--- src/common/serial_comm_pkg.sv ---
// Shared constants and types for the serial communications block.
// Assumes one system clock; the serial pins are synchronised inside the block.
package serial_comm_pkg;

  // ---------------------------------------------------------------
  // Function selection and state encodings
  // ---------------------------------------------------------------
  typedef enum logic [1:0] {
    FN_MASTER = 2'b00,
    FN_SLAVE = 2'b01,
    FN_TX = 2'b10,
    FN_RX = 2'b11
  } func_t;

  typedef enum logic [0:0] {
    ST_IDLE = 1'b0,
    ST_BUSY = 1'b1
  } state_t;

  // ---------------------------------------------------------------
  // Widths, depths and counts
  // ---------------------------------------------------------------
  localparam int DATA_W = 8;
  localparam int FIFO_DEPTH = 32;
  localparam logic [4:0] SPI_LAST_HALF_CPHA0 = 5'h10;
  localparam logic [4:0] SPI_LAST_HALF_CPHA1 = 5'h11;
  localparam logic [4:0] SPI_LAST_SCLK_HALF = 5'h0F;
  localparam logic [4:0] SPI_FIRST_SHIFT_CPHA0 = 5'h02;
  localparam logic [4:0] SPI_FIRST_SHIFT_CPHA1 = 5'h03;
  localparam logic [3:0] SLAVE_LAST_BIT = 4'h7;
  localparam logic [2:0] DIV8_LAST = 3'h7;
  localparam logic [2:0] RX_CENTER = 3'h3;
  localparam logic [3:0] FRAME_DATA_END = 4'h8;
  localparam logic [3:0] FRAME_PARITY_POS = 4'h9;
  localparam logic [3:0] FRAME_STOP_POS = 4'hA;
  localparam logic [3:0] RX_STOP_NOPAR = 4'h9;
  localparam logic [3:0] RX_STOP_PAR = 4'hA;

  // ---------------------------------------------------------------
  // Line levels and values after reset
  // ---------------------------------------------------------------
  localparam logic MARK = 1'b1;
  localparam logic SPACE = 1'b0;
  localparam logic [7:0] DATA_RESET = 8'h00;
  localparam logic [1:0] SYNC_RESET = 2'h3;

endpackage : serial_comm_pkg

--- src/rtl/stream_fifo.sv ---
// Synchronous FIFO with valid/ready on both sides and a registered head.
// Assumes both sides run on the same clock as the storage.
`timescale 1ns/100ps
module stream_fifo #(
  parameter int WIDTH = 8,
  parameter int DEPTH = 32
) (
  input wire logic clk,
  input wire logic rst_n,
  input wire logic in_valid,
  output logic in_ready,
  input wire logic [WIDTH-1:0] in_data,
  output logic out_valid,
  input wire logic out_ready,
  output logic [WIDTH-1:0] out_data
);

  localparam int AW = $clog2(DEPTH);
  localparam logic [AW:0] FULL_CNT = (AW + 1)'(DEPTH);

  typedef struct packed {
    logic [DEPTH-1:0][WIDTH-1:0] mem;
    logic [AW-1:0] wr;
    logic [AW-1:0] rd;
    logic [AW:0] cnt;
    logic [WIDTH-1:0] head;
    logic head_v;
  } fifo_t;

  fifo_t q;
  fifo_t n;
  logic push;
  logic move;

  // ---------------------------------------------------------------
  // Storage and head register
  // ---------------------------------------------------------------
  // The head refills when empty or taken; a stalled reader fills the
  // store and drops in_ready.
  always_comb begin
    n = q;
    push = in_valid && (q.cnt != FULL_CNT);
    move = (!q.head_v || out_ready) && (q.cnt != '0);
    if (out_ready && q.head_v) begin
      n.head_v = 1'b0;
    end
    if (move) begin
      n.head = q.mem[q.rd];
      n.head_v = 1'b1;
      n.rd = q.rd + 1'b1;
    end
    if (push) begin
      n.mem[q.wr] = in_data;
      n.wr = q.wr + 1'b1;
    end
    n.cnt = q.cnt + (AW + 1)'(push) - (AW + 1)'(move);
  end

  always_ff @(posedge clk) begin
    if (!rst_n) begin
      q <= '0;
    end else begin
      q <= n;
    end
  end

  assign in_ready = (q.cnt != FULL_CNT);
  assign out_valid = q.head_v;
  assign out_data = q.head;

endmodule : stream_fifo

--- src/rtl/serial_comm_block.sv ---
// Serial communications block: SPI master, SPI slave, asynchronous
// transmitter and asynchronous receiver around one shift register.
// Assumes control ports come from the clk domain and serial pins
// from outside, which pass two flip-flops first.
//
// Summary of operation
// - SPI roles offer modes 0-3, MSB or LSB first.
// - Master shifts MISO in, MOSI out, via both buffers.
// - Input captured on the opposite edge, held half a bit.
// - Master bit clock is clk divided by two.
// - Master SCLK appears on aux only during a byte.
// - Master has no slave select output.
// - Each function is one 8-bit unit, never chained.
// - MISO and receive input are synchronised first.
// - Mode bit 1 picks SPI irq: buffer empty or done.
// - Status read clears transfer done; no new irq before.
// - Slave timing comes only from SCLK.
// - Slave works only while select is low.
// - Deselected slave resets, ignores inputs, drives MISO high.
// - Transmit output is a registered mux; mark when idle.
// - Transmit bit timing uses a free-running divide-by-eight.
// - Async frames are 10 bits, or 11 with parity.
// - Even or odd parity inserted on send, checked on receive.
// - Buffer write starts sending; up to 34 more bytes may queue via the FIFO.
// - Transmit irq is buffer empty or, by mode bit 1, done.
// - Receive divider held idle, released by start, samples centre.
// - Received byte goes to the buffer; input and clock echoed.
// - Receive irq is buffer full, cleared only by reading it.
// - An SPI byte is eight bits on eight clocks, full duplex.
`timescale 1ns/100ps
module serial_comm_block (
  input wire logic clk,
  input wire logic rst_n,
  input wire logic enable,
  input wire logic [1:0] func_sel,
  input wire logic cpol,
  input wire logic cpha,
  input wire logic lsb_first,
  input wire logic irq_on_complete,
  input wire logic parity_en,
  input wire logic parity_odd,
  input wire logic tx_valid,
  output logic tx_ready,
  input wire logic [7:0] tx_data,
  output logic [7:0] rx_data,
  input wire logic rx_read,
  input wire logic csr_read,
  output logic rx_full,
  output logic tx_buf_empty,
  output logic xfer_done,
  output logic overrun,
  output logic parity_error,
  output logic framing_error,
  output logic busy,
  output logic irq,
  input wire logic data_in,
  input wire logic sclk_in,
  input wire logic ss_n_in,
  output logic primary_output,
  output logic aux_output
);

  // ---------------------------------------------------------------
  // State record
  // ---------------------------------------------------------------
  typedef struct packed {
    logic [1:0] din_s;
    logic [1:0] sclk_s;
    logic [1:0] ss_n_s;
    logic sclk_prev;
    serial_comm_pkg::state_t st;
    logic [4:0] half;
    logic [3:0] bits;
    logic [2:0] div;
    logic [7:0] shift_register;
    logic rxd;
    logic pend;
    logic [7:0] transmit_buffer;
    logic txb_full;
    logic txb_par;
    logic [7:0] receive_buffer;
    logic rx_full;
    logic done;
    logic overrun;
    logic par_err;
    logic frm_err;
    logic pout;
    logic aout;
  } blk_t;

  blk_t q;
  blk_t n;
  logic fifo_valid;
  logic [7:0] fifo_data;
  logic din;
  logic sclk;
  logic ss_n;
  logic lead_edge;
  logic trail_edge;
  logic [4:0] h;
  logic sample;
  logic shift;
  logic [7:0] sh_next;
  serial_comm_pkg::func_t fn;

  // ---------------------------------------------------------------
  // Helpers
  // ---------------------------------------------------------------
  // Bit presented on the serial output for the current shifter value.
  function automatic logic out_bit(input logic [7:0] v, input logic lsb);
    out_bit = lsb ? v[0] : v[7];
  endfunction : out_bit

  // Shifter advance with the captured bit entering the empty end.
  function automatic logic [7:0] shift_in(input logic [7:0] v,
                                          input logic b, input logic lsb);
    shift_in = lsb ? {b, v[7:1]} : {v[6:0], b};
  endfunction : shift_in

  function automatic logic par_of(input logic [7:0] v, input logic odd);
    par_of = (^v) ^ odd;
  endfunction : par_of

  // ---------------------------------------------------------------
  // Transmit queue ahead of the transmit buffer
  // ---------------------------------------------------------------
  stream_fifo #(
    .WIDTH(serial_comm_pkg::DATA_W),
    .DEPTH(serial_comm_pkg::FIFO_DEPTH)
  ) u_tx_fifo (
    .clk(clk),
    .rst_n(rst_n),
    .in_valid(tx_valid),
    .in_ready(tx_ready),
    .in_data(tx_data),
    .out_valid(fifo_valid),
    .out_ready(!q.txb_full),
    .out_data(fifo_data)
  );

  // Only the second synchroniser stage is read by the logic below.
  assign din = q.din_s[1];
  assign sclk = q.sclk_s[1];
  assign ss_n = q.ss_n_s[1];
  assign fn = serial_comm_pkg::func_t'(func_sel);
  assign h = q.half + 5'h01;

  // ---------------------------------------------------------------
  // Next-state logic for all four functions
  // ---------------------------------------------------------------
  // One 8-bit shifter serves all functions;
  // no carry ports exist.
  always_comb begin
    n = q;
    sample = 1'b0;
    shift = 1'b0;
    sh_next = q.shift_register;
    lead_edge = (sclk != q.sclk_prev) && (sclk != cpol);
    trail_edge = (sclk != q.sclk_prev) && (sclk == cpol);
    n.din_s = {q.din_s[0], data_in};
    n.sclk_s = {q.sclk_s[0], sclk_in};
    n.ss_n_s = {q.ss_n_s[0], ss_n_in};
    n.sclk_prev = sclk;

    // Clears come first so that a same-cycle hardware set wins.
    if (csr_read) begin
      n.done = 1'b0;
      n.par_err = 1'b0;
      n.frm_err = 1'b0;
    end
    if (rx_read) begin
      n.rx_full = 1'b0;
      n.overrun = 1'b0;
    end

    // The queue refills an empty transmit buffer.
    if (fifo_valid && !q.txb_full) begin
      n.transmit_buffer = fifo_data;
      n.txb_full = 1'b1;
    end

    if (!enable) begin
      n.st = serial_comm_pkg::ST_IDLE;
      n.half = '0;
      n.bits = '0;
      n.div = '0;
      n.pend = 1'b0;
      n.pout = serial_comm_pkg::MARK;
      n.aout = (fn == serial_comm_pkg::FN_MASTER) ? cpol : 1'b0;
    end else begin
      unique case (fn)
        // SPI master.
        // A bit is two clocks,
        // so SCLK duty is even.
        serial_comm_pkg::FN_MASTER: begin
          if (q.st == serial_comm_pkg::ST_IDLE) begin
            if (q.txb_full) begin
              n.shift_register = q.transmit_buffer;
              n.txb_full = 1'b0;
              n.half = '0;
              n.st = serial_comm_pkg::ST_BUSY;
            end
          end else begin
            n.half = h;
            // Mode 0/2 samples on odd halves, 1/3 on even ones.
            if (cpha) begin
              sample = !h[0] && (h <= serial_comm_pkg::SPI_LAST_HALF_CPHA0);
              shift = h[0] && (h >= serial_comm_pkg::SPI_FIRST_SHIFT_CPHA1);
            end else begin
              sample = h[0] && (h <= serial_comm_pkg::SPI_LAST_SCLK_HALF);
              shift = !h[0] && (h >= serial_comm_pkg::SPI_FIRST_SHIFT_CPHA0);
            end
            if (sample) begin
              n.rxd = din;
            end
            if (shift) begin
              sh_next = shift_in(q.shift_register, q.rxd, lsb_first);
              n.shift_register = sh_next;
            end
            if (h == (cpha ? serial_comm_pkg::SPI_LAST_HALF_CPHA1
                           : serial_comm_pkg::SPI_LAST_HALF_CPHA0)) begin
              n.receive_buffer = sh_next;
              n.overrun = n.overrun | (q.rx_full & !rx_read);
              n.rx_full = 1'b1;
              n.done = 1'b1;
              n.st = serial_comm_pkg::ST_IDLE;
            end
          end
          n.pout = out_bit(n.shift_register, lsb_first);
          // Clock idles outside a byte;
          // no select output exists.
          n.aout = cpol ^ ((n.st == serial_comm_pkg::ST_BUSY) && n.half[0]
                   && (n.half <= serial_comm_pkg::SPI_LAST_SCLK_HALF));
        end

        // SPI slave.
        serial_comm_pkg::FN_SLAVE: begin
          n.aout = 1'b0;
          if (ss_n) begin
            // Deselected: inputs ignored and sequencer cleared.
            n.st = serial_comm_pkg::ST_IDLE;
            n.bits = '0;
            n.pend = 1'b0;
            n.pout = serial_comm_pkg::MARK;
          end else begin
            // Select low loads a queued byte before
            // the first edge, as modes 0/2 need.
            if ((q.st == serial_comm_pkg::ST_IDLE) && q.txb_full
                && !q.pend && (q.bits == '0)) begin
              n.shift_register = q.transmit_buffer;
              n.txb_full = 1'b0;
            end
            // All timing comes from the synchronised SCLK.
            sample = cpha ? trail_edge : lead_edge;
            shift = cpha ? q.pend : trail_edge;
            if (sample) begin
              n.rxd = din;
              n.st = serial_comm_pkg::ST_BUSY;
              n.pend = cpha;
            end
            if (shift && (q.st == serial_comm_pkg::ST_BUSY)) begin
              n.pend = 1'b0;
              sh_next = shift_in(n.shift_register, q.rxd, lsb_first);
              n.shift_register = sh_next;
              n.bits = q.bits + 4'h1;
              if (q.bits == serial_comm_pkg::SLAVE_LAST_BIT) begin
                n.receive_buffer = sh_next;
                n.overrun = n.overrun | (q.rx_full & !rx_read);
                n.rx_full = 1'b1;
                n.done = 1'b1;
                n.bits = '0;
                n.st = serial_comm_pkg::ST_IDLE;
              end
            end
            n.pout = out_bit(n.shift_register, lsb_first);
          end
        end

        // Asynchronous transmitter.
        // Divider runs free so a receiver can share the same rate.
        serial_comm_pkg::FN_TX: begin
          n.div = q.div + 3'h1;
          if (q.div == serial_comm_pkg::DIV8_LAST) begin
            if (q.st == serial_comm_pkg::ST_BUSY) begin
              n.bits = q.bits + 4'h1;
              if (q.bits < serial_comm_pkg::FRAME_DATA_END) begin
                n.pout = q.shift_register[0];
                n.shift_register = {1'b0, q.shift_register[7:1]};
              end else if ((q.bits == serial_comm_pkg::FRAME_DATA_END)
                           && parity_en) begin
                n.pout = q.txb_par;
              end else if (q.bits < serial_comm_pkg::FRAME_STOP_POS) begin
                n.pout = serial_comm_pkg::MARK;
                n.bits = serial_comm_pkg::FRAME_STOP_POS;
              end else begin
                n.done = 1'b1;
                n.st = serial_comm_pkg::ST_IDLE;
              end
            end
            // A full buffer starts the next frame at a divider wrap.
            if ((n.st == serial_comm_pkg::ST_IDLE) && q.txb_full) begin
              n.shift_register = q.transmit_buffer;
              n.txb_par = par_of(q.transmit_buffer, parity_odd);
              n.txb_full = 1'b0;
              n.bits = '0;
              n.pout = serial_comm_pkg::SPACE;
              n.st = serial_comm_pkg::ST_BUSY;
            end
          end
          if (n.st == serial_comm_pkg::ST_IDLE) begin
            n.pout = serial_comm_pkg::MARK;
          end
          // Data-bit clock rises mid-bit, giving setup and hold.
          n.aout = (n.st == serial_comm_pkg::ST_BUSY) && (n.bits != '0)
                   && (n.bits <= serial_comm_pkg::FRAME_DATA_END) && n.div[2];
        end

        // Asynchronous receiver.
        serial_comm_pkg::FN_RX: begin
          if (q.st == serial_comm_pkg::ST_IDLE) begin
            n.div = '0;
            n.bits = '0;
            if (din == serial_comm_pkg::SPACE) begin
              n.div = 3'h1;
              n.st = serial_comm_pkg::ST_BUSY;
            end
          end else begin
            n.div = q.div + 3'h1;
            if (q.div == serial_comm_pkg::RX_CENTER) begin
              n.bits = q.bits + 4'h1;
              if (q.bits == '0) begin
                if (din != serial_comm_pkg::SPACE) begin
                  n.st = serial_comm_pkg::ST_IDLE;
                end
              end else if (q.bits <= serial_comm_pkg::FRAME_DATA_END) begin
                sh_next = {din, q.shift_register[7:1]};
                n.shift_register = sh_next;
                if (q.bits == serial_comm_pkg::FRAME_DATA_END) begin
                  n.receive_buffer = sh_next;
                  n.overrun = n.overrun | (q.rx_full & !rx_read);
                  n.rx_full = 1'b1;
                end
              end else if (parity_en
                           && (q.bits == serial_comm_pkg::FRAME_PARITY_POS)) begin
                if (din != par_of(q.shift_register, parity_odd)) begin
                  n.par_err = 1'b1;
                end
              end else begin
                // Stop bit; return to idle so the next start resyncs.
                if (din != serial_comm_pkg::MARK) begin
                  n.frm_err = 1'b1;
                end
                n.st = serial_comm_pkg::ST_IDLE;
              end
            end
          end
          n.pout = din;
          n.aout = (n.st == serial_comm_pkg::ST_BUSY) && n.div[2];
        end
      endcase
    end
  end

  // ---------------------------------------------------------------
  // State register
  // ---------------------------------------------------------------
  always_ff @(posedge clk) begin
    if (!rst_n) begin
      q <= '0;
      q.din_s <= serial_comm_pkg::SYNC_RESET;
      q.sclk_s <= '0;
      q.ss_n_s <= serial_comm_pkg::SYNC_RESET;
      q.transmit_buffer <= serial_comm_pkg::DATA_RESET;
      q.receive_buffer <= serial_comm_pkg::DATA_RESET;
      q.pout <= serial_comm_pkg::MARK;
    end else begin
      q <= n;
    end
  end

  // ---------------------------------------------------------------
  // Outputs
  // ---------------------------------------------------------------
  // SPI and transmit irq follow mode bit 1;
  // the receiver reports buffer full.
  always_comb begin
    if (fn == serial_comm_pkg::FN_RX) begin
      irq = q.rx_full;
    end else begin
      irq = irq_on_complete ? q.done : !q.txb_full;
    end
  end

  assign rx_data = q.receive_buffer;
  assign rx_full = q.rx_full;
  assign tx_buf_empty = !q.txb_full;
  assign xfer_done = q.done;
  assign overrun = q.overrun;
  assign parity_error = q.par_err;
  assign framing_error = q.frm_err;
  assign busy = (q.st == serial_comm_pkg::ST_BUSY);
  assign primary_output = q.pout;
  assign aux_output = q.aout;

endmodule : serial_comm_block

--- config.mk ---
export PLATFORM = sky130hd
export DESIGN_NAME = serial_comm_block
export DESIGN_NICKNAME = d
export VERILOG_FILES = /design/src/common/serial_comm_pkg.sv /design/src/rtl/stream_fifo.sv /design/src/rtl/serial_comm_block.sv
export SDC_FILE = /design/constraint.sdc
export NUM_CORES = 1
export LEC_CHECK = 0
export ABC_AREA = 1
export BUFFER_PORTS_ARGS = -buffer_cell sky130_fd_sc_hd__buf_2
export CAP_MARGIN = 15
export CORE_ASPECT_RATIO = 0.9
export CORE_MARGIN = 5
export CORE_UTILIZATION = 56
export DETAILED_ROUTE_END_ITERATION = 12
export PLACE_DENSITY = 0.73
export SYNTH_ARGS = -nofsm -noshare
export SYNTH_HDL_FRONTEND = slang
export SYNTH_HIERARCHICAL = 1
export SYNTH_SLANG_ARGS = --single-unit
--- constraint.sdc ---
create_clock -name clk -period 7.2 [get_ports clk]
set_clock_uncertainty 0.2 [all_clocks]
set_input_delay 2.16 -clock clk [delete_from_list [all_inputs] [get_ports clk]]
set_output_delay 2.16 -clock clk [all_outputs]
set_load 0.02 [all_outputs]
==> impl_metrics.ini, run 1 <==
[critical_path]
crit_required_ns = 4.84
worstSetupStartpointType = input pin
reg2reg_from = u_tx_fifo/q[15]$_SDFFE_PN0P_
arrival_ns = 3.18
path_class = input pin to primary output
endpoint_kind = primary output
startpoint = func_sel[1]
critPathMaxFanout = 16

[synth]
synthesis.nets = 2629
synth-edff-count = 0
synth_cell_type_count = 48
synth-async-reset-ratio_pct = 0
ys.warnings.count = 6
syn_avg_cell_area_sq_um = 6.66
synth_ff_type = dfxtp_1
syn_area_sq_um = 17200
syn_inst = 2581
seq_area_frac_synth_pct = 39.1
ys_ff_latch = 336

[sta]
rsz0062_at_grt = false
maxSlewHeadroom_pct = 28.1
fin_setup_tns_ns = 0
tightest_slew_ns = 1.08
finalMaxSlewViolations = 0
setup_viol = 0
post-route-period-util_pct = 77.0
hold_viol_final = 0
fmax_ghz = 0.180
fin_crit_ns = 5.54

[routing]
drc = 0
final_antenna_net_count = 0
wl_um = 49600
vias = 16800
drtPass1Iterations = 6
wl_per_cell_um = 17.0
avgViaCountPerCell = 5.75
first_iter_violations = 1988

[final_layout]
stdcell_area_sq_um = 18400
area_growth_pct = 6.84
n_antenna_cell = 0
layout_common_cells = nand2_1 (519), dfxtp_1 (334), a21oi_1 (300)
final_common_cell = nand2_1
drive_gt1_share_pct = 7.07
fin_nets = 2543

[min_path]
min_from = n[54]$_SDFF_PN1_
min_path_type = flip-flop to flip-flop

[clock_network]
cts_setup_buffers = 0
clock-root-buffer = clkbuf_16
clock_latency_ns = 0.52
path_clk_slew_ns = 0.06
clock_path_buffers = 3
cts_inserted_buffers = 37
cts.repair.resized = 0
cts.sinks = 336
hold_buffers = 0
cts_tree = done
htreeDepth = 2

[global_route]
antenna_found_initial = 0
grt_use_total_pct = 27.9
grt_pass1_wl_um = 79700
grt_overflow = 0
grt_pass1_vias = 15200
grt_max_degree = 235

[pwr]
peakVddDrop_v = 0.000314
cellPowerDensity_nw_per_um2 = 293
total_power_mw = 5.38
leakagePower_nw = 7.24

[place]
place_area_sq_um = 17200
gp_congestion = 0.948
dpl.hpwl_um = 31200
numPortBuffers = 43

[die]
io_pins = 44
die_y_um = 176
die_x_um = 195
die_area_sq_um = 34300
start_util_pct = 57.1
placementRows = 60
core_sq_um = 30100

[job]
drv_cap = 0

[status]
status = complete, no violations
stage by stage:
| step | setup WS [ns] | utilization (%) | instances | hold slack, ns |
|---|---|---|---|---|
| 6_report | 1.66 | 61.0 | 2922 | 0.218 |
| 3_3_place_gp | 1.71 | 57.0 | 2859 | 0.207 |
| 3_5_place_dp | 1.69 | 57.0 | 2859 | 0.211 |
| 4_1_cts | 1.68 | 61.0 | 2922 | 0.226 |
| 2_1_floorplan | 1.79 | - | 2581 | 0.190 |
| 5_1_grt | 1.62 | 61.0 | 2922 | 0.239 |
path summary, 6_finish.rpt:
path         cells after the start  slack, ns                            endpoint
max                              5       1.66                                 irq
min                              1       0.22                      din$_SDFF_PN1_
max reg2reg                      9       3.71  u_tx_fifo/out_data[4]$_SDFFE_PN0P_
min reg2reg                      1       0.22                      din$_SDFF_PN1_
report_power, final:
part           total, mW  switching (mW)  internal (mW)  leakage (nW)
Combinational       1.43            1.01          0.424          3.91
Clock               1.87           0.752           1.12         0.610
Sequential          2.08           0.121           1.96          2.72
Total               5.38            1.88           3.49          7.24
worst max-delay path, cell delays in order:
cell and delay (ns):
buf_2 0.24, nand2_2 0.31, o211ai_1 0.20, o21ai_0 0.10, buf_2 0.17
cell type report:
cell class | count | area (sq um)
clock buffers | 55 | 1170
clock inverters | 8 | 43.8
fillers | 2865 | 11700
inverters | 281 | 1060
multi-input cells | 1786 | 8560
flip-flops and latches | 336 | 6730
well taps | 403 | 504
repair buffers | 53 | 309
cell usage after synthesis, types with 2 or more instances:
library cell    n  area share [%]
nand2_1       519              11
dfxtp_1       336              39
a21oi_1       300             8.7
o21ai_0       287             8.4
nand3_1       266             7.7
inv_1         258             5.6
nor2_1        238             5.2
clkbuf_1       89             1.9
buf_2          52             1.5
o211ai_1       29             1.3
ha_1           22             1.6
buf_4          20            0.87
inv_2          20            0.44
o21ai_1        19            0.55
buf_1          11            0.24
nor3_1         10            0.29
xnor2_1        10            0.51
nand2_2         8            0.29
nor2_2          8            0.29
xor2_1          8            0.41
nor2_4          7            0.46
a31oi_1         6            0.22
buf_6           6            0.39
or2_2           5            0.18
a41oi_1         4            0.20
nand4_1         4            0.15
a211oi_1        3            0.13
a22oi_1         3            0.13
clkinv_1        3           0.065
nand3_2         3            0.17
nand3b_1        3            0.13
o22ai_1         3            0.11
nand2_4         2            0.13
nor3_2          2            0.12
o2111ai_1       2            0.10
o21ai_2         2            0.10
o221ai_1        2            0.10
state kept, by name, indices dropped and copies added, names as in the netlist:
signal and flops:
busy 1, u_tx_fifo/q 272, u_tx_fifo/out_valid 1, din 1, overrun 1, u_tx_fifo/out_data 8, n 4, primary_output 1
rx_full 1, q 34, xfer_done 1, parity_error 1, aux_output 1, rx_data 8, framing_error 1
layer usage:
metal	track usage [%]	wire length [um]
met1	39.5	22000
met2	43.7	22000
met3	5.21	4520
met4	8.03	1150
met5	0	0
logic make-up (layout without fill, tap and decap cells):
family | Yosys count | count (layout) | share of synthesized area [%]
buffers and inverters | 459 | 397 | 11.1
and+or+nand+nor | 1080 | 1080 | 26.8
adders and majority gates | 23 | 23 | 1.72
DFF | 336 | 336 | 39.1
AOI/OAI and AO/OA | 664 | 664 | 20.3
xor gates and xnor gates | 19 | 19 | 1.01
Power figures use the tool's default switching activity.
==> run 2, diff against run 1 <==
PLACE_DENSITY = 0.76   (was 0.73)
clock period = 4.5 ns   (was 7.2 ns; I/O delays follow)
==> impl_metrics.ini, run 2 (synthesized netlist as in run 1, its figures left out) <==
[critical_path]
endpoint_kind = primary output
critPathMaxFanout = 11
path_class = input pin to primary output
arrival_ns = 2.09
crit_required_ns = 2.95
worstSetupStartpointType = input pin

[routing]
drtPass1Iterations = 6
avgViaCountPerCell = 5.76
vias = 16900
wl_per_cell_um = 16.8
wl_um = 49300
drc = 0
first_iter_violations = 1889
final_antenna_net_count = 0

[min_path]
min_path_type = flip-flop to flip-flop

[die]
die_y_um = 176
start_util_pct = 57.1
placementRows = 60
core_sq_um = 30100
die_area_sq_um = 34300
io_pins = 44
die_x_um = 195

[clock_network]
clock_latency_ns = 0.54
cts_setup_buffers = 0
hold_buffers = 0
clock_path_buffers = 3
cts.sinks = 336
cts_inserted_buffers = 37
clock-root-buffer = clkbuf_16
cts.repair.resized = 0
cts_tree = done
path_clk_slew_ns = 0.06
htreeDepth = 2

[place]
dpl.hpwl_um = 31500
numPortBuffers = 43
place_ws_ns = 0.882
gp_congestion = 0.959

[pwr]
total_power_mw = 8.83
leakagePower_nw = 7.30
cellPowerDensity_nw_per_um2 = 477
peakVddDrop_v = 0.000333

[final_layout]
fill_cells = 2816
layout_common_cells = nand2_1 (519), dfxtp_1 (334), a21oi_1 (300)
drive_gt1_share_pct = 7.28
area_growth_pct = 7.60
utilization_pct = 61.4
fin_nets = 2549
regMostFlops = u_tx_fifo/q
reg_top3 = u_tx_fifo/q: 272 flops, q: 34 flops
n_antenna_cell = 0
final_common_cell = nand2_1
largest_reg_flops = 272

[status]
status = complete, no violations

[sta]
tightest_slew_ns = 1.21
rsz0062_at_grt = false
fmax_ghz = 0.275
maxSlewHeadroom_pct = 19.4
hold_viol_final = 0
fin_setup_tns_ns = 0
setup_viol = 0
fin_crit_ns = 3.64
setup_ws_ns = 0.865
post-route-period-util_pct = 80.8
finalMaxSlewViolations = 0

[global_route]
grt_use_total_pct = 27.9
antenna_found_initial = 0
grt_pass1_wl_um = 79800
grt_max_degree = 118
grt_overflow = 0
grt_pass1_vias = 15400

[job]
drv_cap = 0
## run 2: changes by cell type in the layout (fill, tap and decap cells not counted), sizes merged
cell and change:
clkinvlp +1, clkinv -1, inv +1, bufinv +4, clkbuf -1, buf +6
## run 2: stage by stage
stage | hold slack (ns) | std cells | cell area, sq um
floorplan | 0.190 | 2581 | 17200
global placement | 0.202 | 2865 | 17200
detailed placement | 0.205 | 2865 | 17200
CTS | 0.225 | 2932 | 18500
global route | 0.236 | 2932 | 18500
finish | 0.220 | 2932 | 18500
## run 2: layout make-up
class / count / area, sq um / share of cell area [%]
multi-input cells: 1786 / 8560 / 46.3
flip-flops and latches: 336 / 6730 / 36.4
clock buffers: 54 / 1100 / 5.95
inverters: 281 / 1050 / 5.70
well taps: 403 / 504 / 2.73
repair buffers: 59 / 367 / 1.98
clock inverters: 13 / 183 / 0.988
## run 2: power by group
part / internal (mW) / switching (mW) / total (mW)
combinational: 0.697 / 1.66 / 2.36
sequential: 3.13 / 0.160 / 3.29
clock: 1.93 / 1.25 / 3.18
total: 5.76 / 3.07 / 8.83
## run 2: per-layer routing
metal	vias to the layer above	share of wire (%)	track usage, %
li1	8260	-	-
met1	7842	44	38.5
met2	675	45	44.4
met3	117	7.7	4.77
met4	0	3.0	9.64
met5	-	0	0
## run 2: critical path, cell delays in order
cell and delay (ns):
buf_2 0.22, nand2_2 0.14, o211ai_1 0.10, o21ai_0 0.10, buf_2 0.16
## run 2: path summary, 6_finish.rpt
kind | start | endpoint | slack (ns) | cells after the start
max reg2reg | q[16]$_SDFF_PN0_ | u_tx_fifo/q[13]$_SDFF_PN0_ | 1.21 | 17
min | n[52]$_SDFF_PN0_ | n[48]$_SDFF_PN0_ | 0.22 | 2
max | func_sel[1] | irq | 0.86 | 5
min reg2reg | n[52]$_SDFF_PN0_ | n[48]$_SDFF_PN0_ | 0.22 | 2
